==> src/include/eprom_prog_pkg.sv <==
// Purpose: shared constants for the eprom programming controller
// Assumes: 100 MHz clock, 64K x 16 part
// Notes:   times are in their printed units, cycles derived here
package eprom_prog_pkg;
  localparam int unsigned CLK_MHZ        = 100;
  localparam int unsigned ADDR_W         = 16;
  localparam int unsigned DATA_W         = 16;
  // program pulse width, typical 100 us
  localparam int unsigned PULSE_US       = 100;
  localparam int unsigned PULSE_CYC      = PULSE_US * CLK_MHZ;
  // setup and hold, 1 us least, a whole number of cycles
  localparam int unsigned SETUP_US       = 1;
  localparam int unsigned SETUP_CYC      = SETUP_US * CLK_MHZ;
  // supply settle wait after switching rails
  localparam int unsigned SUPPLY_US      = 10;
  localparam int unsigned SUPPLY_CYC     = SUPPLY_US * CLK_MHZ;
  // read access: 150 ns longest plus margin, rounded up
  localparam int unsigned ACCESS_NS      = 200;
  localparam int unsigned ACCESS_CYC     = (ACCESS_NS * CLK_MHZ + 999) / 1000;
  localparam int unsigned MAX_PULSES     = 25;
  localparam int unsigned CNT_W          = 14;
  localparam int unsigned TRY_W          = 5;
  localparam logic [DATA_W-1:0] ERASED   = 16'hFFFF;
endpackage

==> src/core/eprom_delay_timer.sv <==
// Purpose: loadable down counter that pulses when a wait ends
// Assumes: load and count share one clock
// Notes:   done is a one-cycle pulse on the last count
`timescale 1ns/100ps
`default_nettype none
module eprom_delay_timer (
  input  wire logic                                  clk_in,
  input  wire logic                                  rstn_in,
  input  wire logic                                  load_in,
  input  wire logic [eprom_prog_pkg::CNT_W-1:0]      count_in,
  output logic                                       done_out
);
  logic [eprom_prog_pkg::CNT_W-1:0] cnt_reg;
  logic [eprom_prog_pkg::CNT_W-1:0] cnt_next;
  logic                             done_reg;
  logic                             done_next;

  // count down, pulse at one so the caller sees exactly count cycles
  always_comb begin
    cnt_next  = cnt_reg;
    done_next = 1'b0;
    if (load_in) begin
      cnt_next = count_in;
    end else if (cnt_reg != '0) begin
      cnt_next  = cnt_reg - 14'h0001;
      done_next = (cnt_reg == 14'h0001);
    end
  end

  always_ff @(posedge clk_in) begin
    if (!rstn_in) begin
      cnt_reg  <= '0;
      done_reg <= 1'b0;
    end else begin
      cnt_reg  <= cnt_next;
      done_reg <= done_next;
    end
  end

  assign done_out = done_reg;
endmodule
`default_nettype wire

==> src/core/eprom_pin_sync.sv <==
// Purpose: two-flop synchroniser for the data bus read back from the part
// Assumes: data pins are asynchronous to clk_in
// Notes:   first stage feeds only the second
`timescale 1ns/100ps
`default_nettype none
module eprom_pin_sync (
  input  wire logic                               clk_in,
  input  wire logic                               rstn_in,
  input  wire logic [eprom_prog_pkg::DATA_W-1:0]  async_in,
  output logic      [eprom_prog_pkg::DATA_W-1:0]  sync_out
);
  logic [eprom_prog_pkg::DATA_W-1:0] meta_reg;
  logic [eprom_prog_pkg::DATA_W-1:0] sync_reg;

  // plain two-stage chain, per bit
  always_ff @(posedge clk_in) begin
    if (!rstn_in) begin
      meta_reg <= eprom_prog_pkg::ERASED;
      sync_reg <= eprom_prog_pkg::ERASED;
    end else begin
      meta_reg <= async_in;
      sync_reg <= meta_reg;
    end
  end

  assign sync_out = sync_reg;
endmodule
`default_nettype wire

==> src/core/eprom_prog_ctrl.sv <==
// Purpose: host side controller that reads and programs a 64K x 16 eprom
// Assumes: rails switched by vpp_high_out / vcc_high_out level shifters
// Notes:   one request at a time; busy_out low means a request is taken
`timescale 1ns/100ps
`default_nettype none
module eprom_prog_ctrl (
  input  wire logic                               clk_in,
  input  wire logic                               rstn_in,
  input  wire logic                               rd_req_in,
  input  wire logic                               pg_req_in,
  input  wire logic [eprom_prog_pkg::ADDR_W-1:0]  addr_in,
  input  wire logic [eprom_prog_pkg::DATA_W-1:0]  wdata_in,
  output logic                                    busy_out,
  output logic                                    done_out,
  output logic                                    fail_out,
  output logic      [eprom_prog_pkg::DATA_W-1:0]  rdata_out,
  output logic      [eprom_prog_pkg::TRY_W-1:0]   tries_out,
  output logic      [eprom_prog_pkg::ADDR_W-1:0]  mem_addr_out,
  output logic                                    chip_sel_n_out,
  output logic                                    out_gate_n_out,
  output logic                                    program_strobe_n_out,
  input  wire logic [eprom_prog_pkg::DATA_W-1:0]  mem_data_in,
  output logic      [eprom_prog_pkg::DATA_W-1:0]  mem_data_out,
  output logic                                    mem_data_oe_out,
  output logic                                    vpp_high_out,
  output logic                                    vcc_high_out
);
  typedef enum logic [11:0] {
    S_IDLE    = 12'h001,
    S_RD_WAIT = 12'h002,
    S_RD_DONE = 12'h004,
    S_VCC_UP  = 12'h008,
    S_VPP_UP  = 12'h010,
    S_SETUP   = 12'h020,
    S_PULSE   = 12'h040,
    S_HOLD    = 12'h080,
    S_VERIFY  = 12'h100,
    S_VPP_DN  = 12'h200,
    S_VCC_DN  = 12'h400,
    S_FINISH  = 12'h800
  } state_e;

  // timer done lands a cycle before the sequencer acts on it, so load one less
  // to keep the strobe low for exactly the pulse length
  localparam logic [eprom_prog_pkg::CNT_W-1:0] PULSE_LD  = eprom_prog_pkg::CNT_W'(eprom_prog_pkg::PULSE_CYC - 1);
  localparam logic [eprom_prog_pkg::CNT_W-1:0] SETUP_LD  = eprom_prog_pkg::CNT_W'(eprom_prog_pkg::SETUP_CYC);
  localparam logic [eprom_prog_pkg::CNT_W-1:0] SUPPLY_LD = eprom_prog_pkg::CNT_W'(eprom_prog_pkg::SUPPLY_CYC);
  localparam logic [eprom_prog_pkg::CNT_W-1:0] ACCESS_LD = eprom_prog_pkg::CNT_W'(eprom_prog_pkg::ACCESS_CYC);
  localparam logic [eprom_prog_pkg::TRY_W-1:0] TRY_MAX   = eprom_prog_pkg::TRY_W'(eprom_prog_pkg::MAX_PULSES);

  state_e                             state_reg,   state_next;
  logic [eprom_prog_pkg::ADDR_W-1:0]  addr_reg,    addr_next;
  logic [eprom_prog_pkg::DATA_W-1:0]  wdata_reg,   wdata_next;
  logic [eprom_prog_pkg::DATA_W-1:0]  rdata_reg,   rdata_next;
  logic [eprom_prog_pkg::TRY_W-1:0]   tries_reg,   tries_next;
  logic                               done_reg,    done_next;
  logic                               fail_reg,    fail_next;
  logic                               cs_n_reg,    cs_n_next;
  logic                               oe_n_reg,    oe_n_next;
  logic                               pgm_n_reg,   pgm_n_next;
  logic                               doe_reg,     doe_next;
  logic                               vpp_reg,     vpp_next;
  logic                               vcc_reg,     vcc_next;
  logic                               busy_reg,    busy_next;
  logic                               ld;
  logic [eprom_prog_pkg::CNT_W-1:0]   ld_val;
  logic                               tmr_done;
  logic [eprom_prog_pkg::DATA_W-1:0]  rd_sync;

  // verify passes when every zero asked for reads zero; ones cannot be forced
  function automatic logic word_ok(input logic [15:0] want, input logic [15:0] got);
    word_ok = ((~want & got) == 16'h0000);
  endfunction

  eprom_delay_timer u_timer (
    .clk_in   (clk_in),
    .rstn_in  (rstn_in),
    .load_in  (ld),
    .count_in (ld_val),
    .done_out (tmr_done)
  );

  eprom_pin_sync u_sync (
    .clk_in   (clk_in),
    .rstn_in  (rstn_in),
    .async_in (mem_data_in),
    .sync_out (rd_sync)
  );

  // sequencer: one state per pin phase so every edge has its own setup
  always_comb begin
    state_next = state_reg;
    addr_next  = addr_reg;
    wdata_next = wdata_reg;
    rdata_next = rdata_reg;
    tries_next = tries_reg;
    done_next  = 1'b0;
    fail_next  = fail_reg;
    cs_n_next  = cs_n_reg;
    oe_n_next  = oe_n_reg;
    pgm_n_next = 1'b1;                  // strobe idles high
    doe_next   = doe_reg;
    vpp_next   = vpp_reg;
    vcc_next   = vcc_reg;
    ld         = 1'b0;
    ld_val     = ACCESS_LD;
    case (state_reg)
      S_IDLE: begin
        cs_n_next = 1'b1;               // standby between requests
        oe_n_next = 1'b1;
        doe_next  = 1'b0;
        if (rd_req_in) begin
          addr_next  = addr_in;
          cs_n_next  = 1'b0;
          oe_n_next  = 1'b0;            // read needs both selects low
          ld         = 1'b1;
          ld_val     = ACCESS_LD;
          state_next = S_RD_WAIT;
        end else if (pg_req_in) begin
          addr_next  = addr_in;
          wdata_next = wdata_in;
          tries_next = '0;
          fail_next  = 1'b0;
          vcc_next   = 1'b1;            // vcc rises first
          ld         = 1'b1;
          ld_val     = SUPPLY_LD;
          state_next = S_VCC_UP;
        end
      end
      S_RD_WAIT: begin
        if (tmr_done) begin
          state_next = S_RD_DONE;
        end
      end
      S_RD_DONE: begin
        rdata_next = rd_sync;           // two flops after the access wait
        fail_next  = 1'b0;
        done_next  = 1'b1;
        cs_n_next  = 1'b1;
        oe_n_next  = 1'b1;
        state_next = S_IDLE;
      end
      S_VCC_UP: begin
        if (tmr_done) begin
          vpp_next   = 1'b1;            // strobe already high here
          ld         = 1'b1;
          ld_val     = SUPPLY_LD;
          state_next = S_VPP_UP;
        end
      end
      S_VPP_UP: begin
        if (tmr_done) begin
          oe_n_next  = 1'b1;            // gate high selects programming
          cs_n_next  = 1'b0;            // chip select low enables write
          doe_next   = 1'b1;            // full word onto the pins
          ld         = 1'b1;
          ld_val     = SETUP_LD;
          state_next = S_SETUP;
        end
      end
      S_SETUP: begin
        if (tmr_done) begin
          pgm_n_next = 1'b0;            // one timed pulse per try
          tries_next = tries_reg + 5'h01;
          ld         = 1'b1;
          ld_val     = PULSE_LD;
          state_next = S_PULSE;
        end
      end
      S_PULSE: begin
        pgm_n_next = 1'b0;
        if (tmr_done) begin
          pgm_n_next = 1'b1;            // pulse ends after 100 us
          ld         = 1'b1;
          ld_val     = SETUP_LD;
          state_next = S_HOLD;
        end
      end
      S_HOLD: begin
        if (tmr_done) begin
          doe_next   = 1'b0;            // release bus on the same edge the gate goes low
          oe_n_next  = 1'b0;            // verify with vpp still high
          ld         = 1'b1;
          ld_val     = SETUP_LD;
          state_next = S_VERIFY;
        end
      end
      S_VERIFY: begin
        if (tmr_done) begin
          rdata_next = rd_sync;
          oe_n_next  = 1'b1;
          if (word_ok(wdata_reg, rd_sync)) begin
            vpp_next   = 1'b0;
            cs_n_next  = 1'b1;
            ld         = 1'b1;
            ld_val     = SUPPLY_LD;
            state_next = S_VPP_DN;
          end else if (tries_reg >= TRY_MAX) begin
            fail_next  = 1'b1;          // give up after 25 pulses
            vpp_next   = 1'b0;
            cs_n_next  = 1'b1;
            ld         = 1'b1;
            ld_val     = SUPPLY_LD;
            state_next = S_VPP_DN;
          end else begin
            doe_next   = 1'b1;
            ld         = 1'b1;
            ld_val     = SETUP_LD;
            state_next = S_SETUP;
          end
        end
      end
      S_VPP_DN: begin
        if (tmr_done) begin
          vcc_next   = 1'b0;            // vcc drops last
          ld         = 1'b1;
          ld_val     = SUPPLY_LD;
          state_next = S_VCC_DN;
        end
      end
      S_VCC_DN: begin
        if (tmr_done) begin
          state_next = S_FINISH;
        end
      end
      S_FINISH: begin
        done_next  = 1'b1;
        state_next = S_IDLE;
      end
      default: begin
        state_next = S_IDLE;
      end
    endcase
    busy_next = (state_next != S_IDLE); // registered so the output is glitch free
  end

  // register everything; pins power up deselected with rails at 5 V
  always_ff @(posedge clk_in) begin
    if (!rstn_in) begin
      state_reg <= S_IDLE;
      addr_reg  <= 16'h0000;
      wdata_reg <= 16'hFFFF;
      rdata_reg <= 16'h0000;
      tries_reg <= 5'h00;
      done_reg  <= 1'b0;
      fail_reg  <= 1'b0;
      cs_n_reg  <= 1'b1;
      oe_n_reg  <= 1'b1;
      pgm_n_reg <= 1'b1;
      doe_reg   <= 1'b0;
      vpp_reg   <= 1'b0;
      vcc_reg   <= 1'b0;
      busy_reg  <= 1'b0;
    end else begin
      state_reg <= state_next;
      addr_reg  <= addr_next;
      wdata_reg <= wdata_next;
      rdata_reg <= rdata_next;
      tries_reg <= tries_next;
      done_reg  <= done_next;
      fail_reg  <= fail_next;
      cs_n_reg  <= cs_n_next;
      oe_n_reg  <= oe_n_next;
      pgm_n_reg <= pgm_n_next;
      doe_reg   <= doe_next;
      vpp_reg   <= vpp_next;
      vcc_reg   <= vcc_next;
      busy_reg  <= busy_next;
    end
  end

  assign busy_out             = busy_reg;
  assign done_out             = done_reg;
  assign fail_out             = fail_reg;
  assign rdata_out            = rdata_reg;
  assign tries_out            = tries_reg;
  assign mem_addr_out         = addr_reg;
  assign chip_sel_n_out       = cs_n_reg;
  assign out_gate_n_out       = oe_n_reg;
  assign program_strobe_n_out = pgm_n_reg;
  assign mem_data_out         = wdata_reg;
  assign mem_data_oe_out      = doe_reg;
  assign vpp_high_out         = vpp_reg;
  assign vcc_high_out         = vcc_reg;
endmodule
`default_nettype wire

==> config.mk <==
export PLATFORM = sky130hd
export DESIGN_NAME = eprom_prog_ctrl
export DESIGN_NICKNAME = d
export VERILOG_FILES = /design/src/include/eprom_prog_pkg.sv /design/src/core/eprom_delay_timer.sv /design/src/core/eprom_pin_sync.sv /design/src/core/eprom_prog_ctrl.sv
export SDC_FILE = /design/constraint.sdc
export NUM_CORES = 1
export LEC_CHECK = 0
export ABC_AREA = 1
export BUFFER_PORTS_ARGS = -buffer_cell sky130_fd_sc_hd__buf_2
export CORE_MARGIN = 8
export CORE_UTILIZATION = 54
export DETAILED_ROUTE_END_ITERATION = 8
export GPL_ROUTABILITY_DRIVEN = 1
export PLACE_DENSITY = 0.8
export SYNTH_ARGS = -nofsm -noshare
export SYNTH_HDL_FRONTEND = slang
export SYNTH_SLANG_ARGS = --single-unit
==> constraint.sdc <==
create_clock -name clk_in -period 2.3 [get_ports clk_in]
set_input_delay 0.23 -clock clk_in [delete_from_list [all_inputs] [get_ports clk_in]]
set_output_delay 0.23 -clock clk_in [all_outputs]
set_load 0.005 [all_outputs]
==> results by group <==
Yosys
  • Post-synth top cells: nor2_1 (130), dfxtp_1 (121), nand2_1 (85)
  • Async S/R FF share, synth: 0
  • Cells after synthesis: 670
  • Flops & latches, synth: 121
  • Synth top area share: 0.470
  • Avg Inst Size Synth: 7.69 um^2
  • Synth area leaders: dfxtp_1 (47%), nor2_1 (9.5%), nand2_1 (6.2%), o21ai_0 (5.8%), inv_1 (4.1%)
  • Cell area after synthesis: 5150 um^2
  • Yosys top cell by area: dfxtp_1
  • Netlist cell types: 42
  • Top-count cell post-synth: nor2_1
  • Yosys warnings: 0
  • Post-synth net total: 726
  • Main flop type after synthesis: dfxtp_1
  • Sequential element share of the synthesized area: 0.470
  • EDFF count, synth: 0

STA
  • FMAX: 0.500 GHz
  • RSZ-0062 raised after global routing: false
  • Hold Fails Final Rpt: 0
  • Tightest Pin Transition: around 0.56 ns
  • Layout Skew: 0.0103 ns
  • Max-slew violations: 0
  • Period minus WS final: 2.00 ns
  • Relative slew slack: 0.624
  • Crit share post-route: 0.870
  • Final setup TNS: 0 ns
  • Setup violations, final: 0

Final layout
  • Share of layout cells above drive strength 1: 0.266
  • Area grow syn2layout: 35.4%
  • Final nets: between 800 and 900
  • Final instance area: 6980 um^2
  • Finished Layout Cells: 981
  • FF/Latch Area: 2420 um^2
  • Multi-input gate area: 2400 um^2
  • Layout Utilization: 0.755
  • FILL cells: 626

Floorplan
  • Die Area: around 13000 um^2
  • Initial core utilization: 0.557
  • Row Count: 35
  • # IOs: 114
  • Die H: approximately 110 um
  • Die Width: 114 um
  • Core ar.: ~9200 um^2

Detailed routing
  • First-pass DRT Iterations: 5
  • Post-DRT Antenna Nets: 0
  • Drt via density: ~5
  • DRT iter0 DRCs: 331
  • Wire per inst: 14.7 um
  • Vias: 4993
  • Total wire length: 14.5 mm
  • Drc violations: 0

Global route
  • Vias in the first global route: about 5000
  • Grt ovf: 0
  • GRT Total Usage: 0.225
  • Largest net degree at the start of global routing: 47
  • First-pass GRT wire length: 23.7 mm
  • Initial antenna violation count: 0

Setup path
  • CP arrival: 2.45 ns
  • CP Class: reg -> reg
  • Req. time, crit path: 2.75 ns
  • Type of origin of the critical path: register
  • Element type at the critical path end: register
  • Crit-path max FO: 11
  • FF-to-FF Start: state_reg[3]$_SDFF_PN0_
  • Crit path launch: state_reg[3]$_SDFF_PN0_

Clocking
  • Clock root cell: clkbuf_8
  • Worst-skew pair later-pin latency: 0.52 ns
  • Clock buffer depth: 2
  • Clock sink total: around 120
  • CTS tree: built
  • Hold Buf Count CTS: 48
  • # resized after CTS: 0
  • Post-CTS setup buffer count: 0
  • CTS Buf Count: 17
  • Reg clk slew, reported paths: roughly 0.060 ns
  • H-tree depth: 4

Place
  • PortBufs: 113
  • RD Place Congestion: between 0.9 and 1
  • Placed Instances: 900
  • Post-DP HPWL: 9.69 mm
  • Cell Area, Placed: 5860 um^2

Run
  • MaxCap Viol Count: 0

Status
  • Status: complete, no violations

Power
  • Leakage: 0.00341 uW
  • Pwr Density: 938 nW/um^2
  • VDD IR max: 0.653 mV

Min path
  • Worst Hold Class: in -> reg
  • Hold Startpoint: rstn_in
-- worst max-delay path, stage by stage (launching register included) --
cell and delay (ns):
dfxtp_1 0.36, nor2_2 0.22, nand2_4 0.13, nor2_8 0.18, nand2_2 0.13, nand2_1 0.12
nor2_2 0.06, nand2_2 0.07, nand2_4 0.08, nand2_2 0.18, nand2_1 0.12, nand2_1 0.12
nor2_1 0.06, nor2_1 0.09
-- metrics by stage --
| step | total power (uW) | worst slack, ns | hold WS, ns |
|---|---|---|---|
| 3_5_place_dp | 3640 | 0.361 | 0.397 |
| 3_3_place_gp | 3610 | 0.416 | 0.394 |
| 6_report | 6550 | 0.299 | 0.182 |
| 2_1_floorplan | 3300 | 0.688 | 0.337 |
| 5_1_grt | 6840 | 0.130 | 0.190 |
| 4_1_cts | 6550 | 0.311 | 0.176 |
-- logic make-up (layout without fill, tap and decap cells) --
logic type	Yosys count	in the layout	share of synthesized area
AND/OR/NAND/NOR	335	335	0.315
flip-flops	121	121	0.470
AO/OA/AOI/OAI	113	113	0.118
buffers and inverters	84	265	0.0651
XOR/XNOR	13	13	0.0221
adder cells (fa/ha/maj)	4	4	0.00972
other	0	1	0
-- cell usage in the layout, fill, tap and decap left out, types with 26 or more instances in the layout --
master / netlist / final
nor2_1: 130 / 130
nand2_1: 85 / 85
or2_2: 32 / 32
dfxtp_1: 121 / 121
a21oi_1: 32 / 32
buf_2: 2 / 113
nand3_1: 26 / 26
o21ai_0: 60 / 60
inv_1: 56 / 56
dlygate4sd3_1: 0 / 48
-- metal layers --
metal | part of all wire | track usage
met1 | 0.40 | 0.248
met2 | 0.47 | 0.383
met3 | 0.10 | 0.0882
met4 | 0.020 | 0.0835
met5 | 0 | 0
-- power breakdown --
part           total (uW)  leakage, uW  switching, uW  internal, uW
logic                1270      0.00211            751           520
registers            2420     0.000994            127          2290
clock network        2860     0.000313           1040          1820
-- worst paths after layout --
path                                                        end  slack (ns)  cells after the start
worst min register to register    u_sync.sync_out[8]$_SDFF_PN1_        0.41                      1
worst min-delay path              mem_addr_out[13]$_SDFFE_PN0P_        0.18                      3
worst max register to register  u_timer.cnt_reg[9]$_SDFFE_PN0P_        0.30                     13
worst max-delay path            u_timer.cnt_reg[9]$_SDFFE_PN0P_        0.30                     13
-- final cells by class --
cell class | instances | share of cell area
antenna | 1 | 0.000359
clock buffer | 18 | 0.0613
clock inverter | 14 | 0.0301
inverter | 63 | 0.0343
multi-input combinational | 465 | 0.344
sequential | 121 | 0.347
tap | 129 | 0.0231
timing repair buffer | 170 | 0.160
Power figures use the tool's default switching activity.
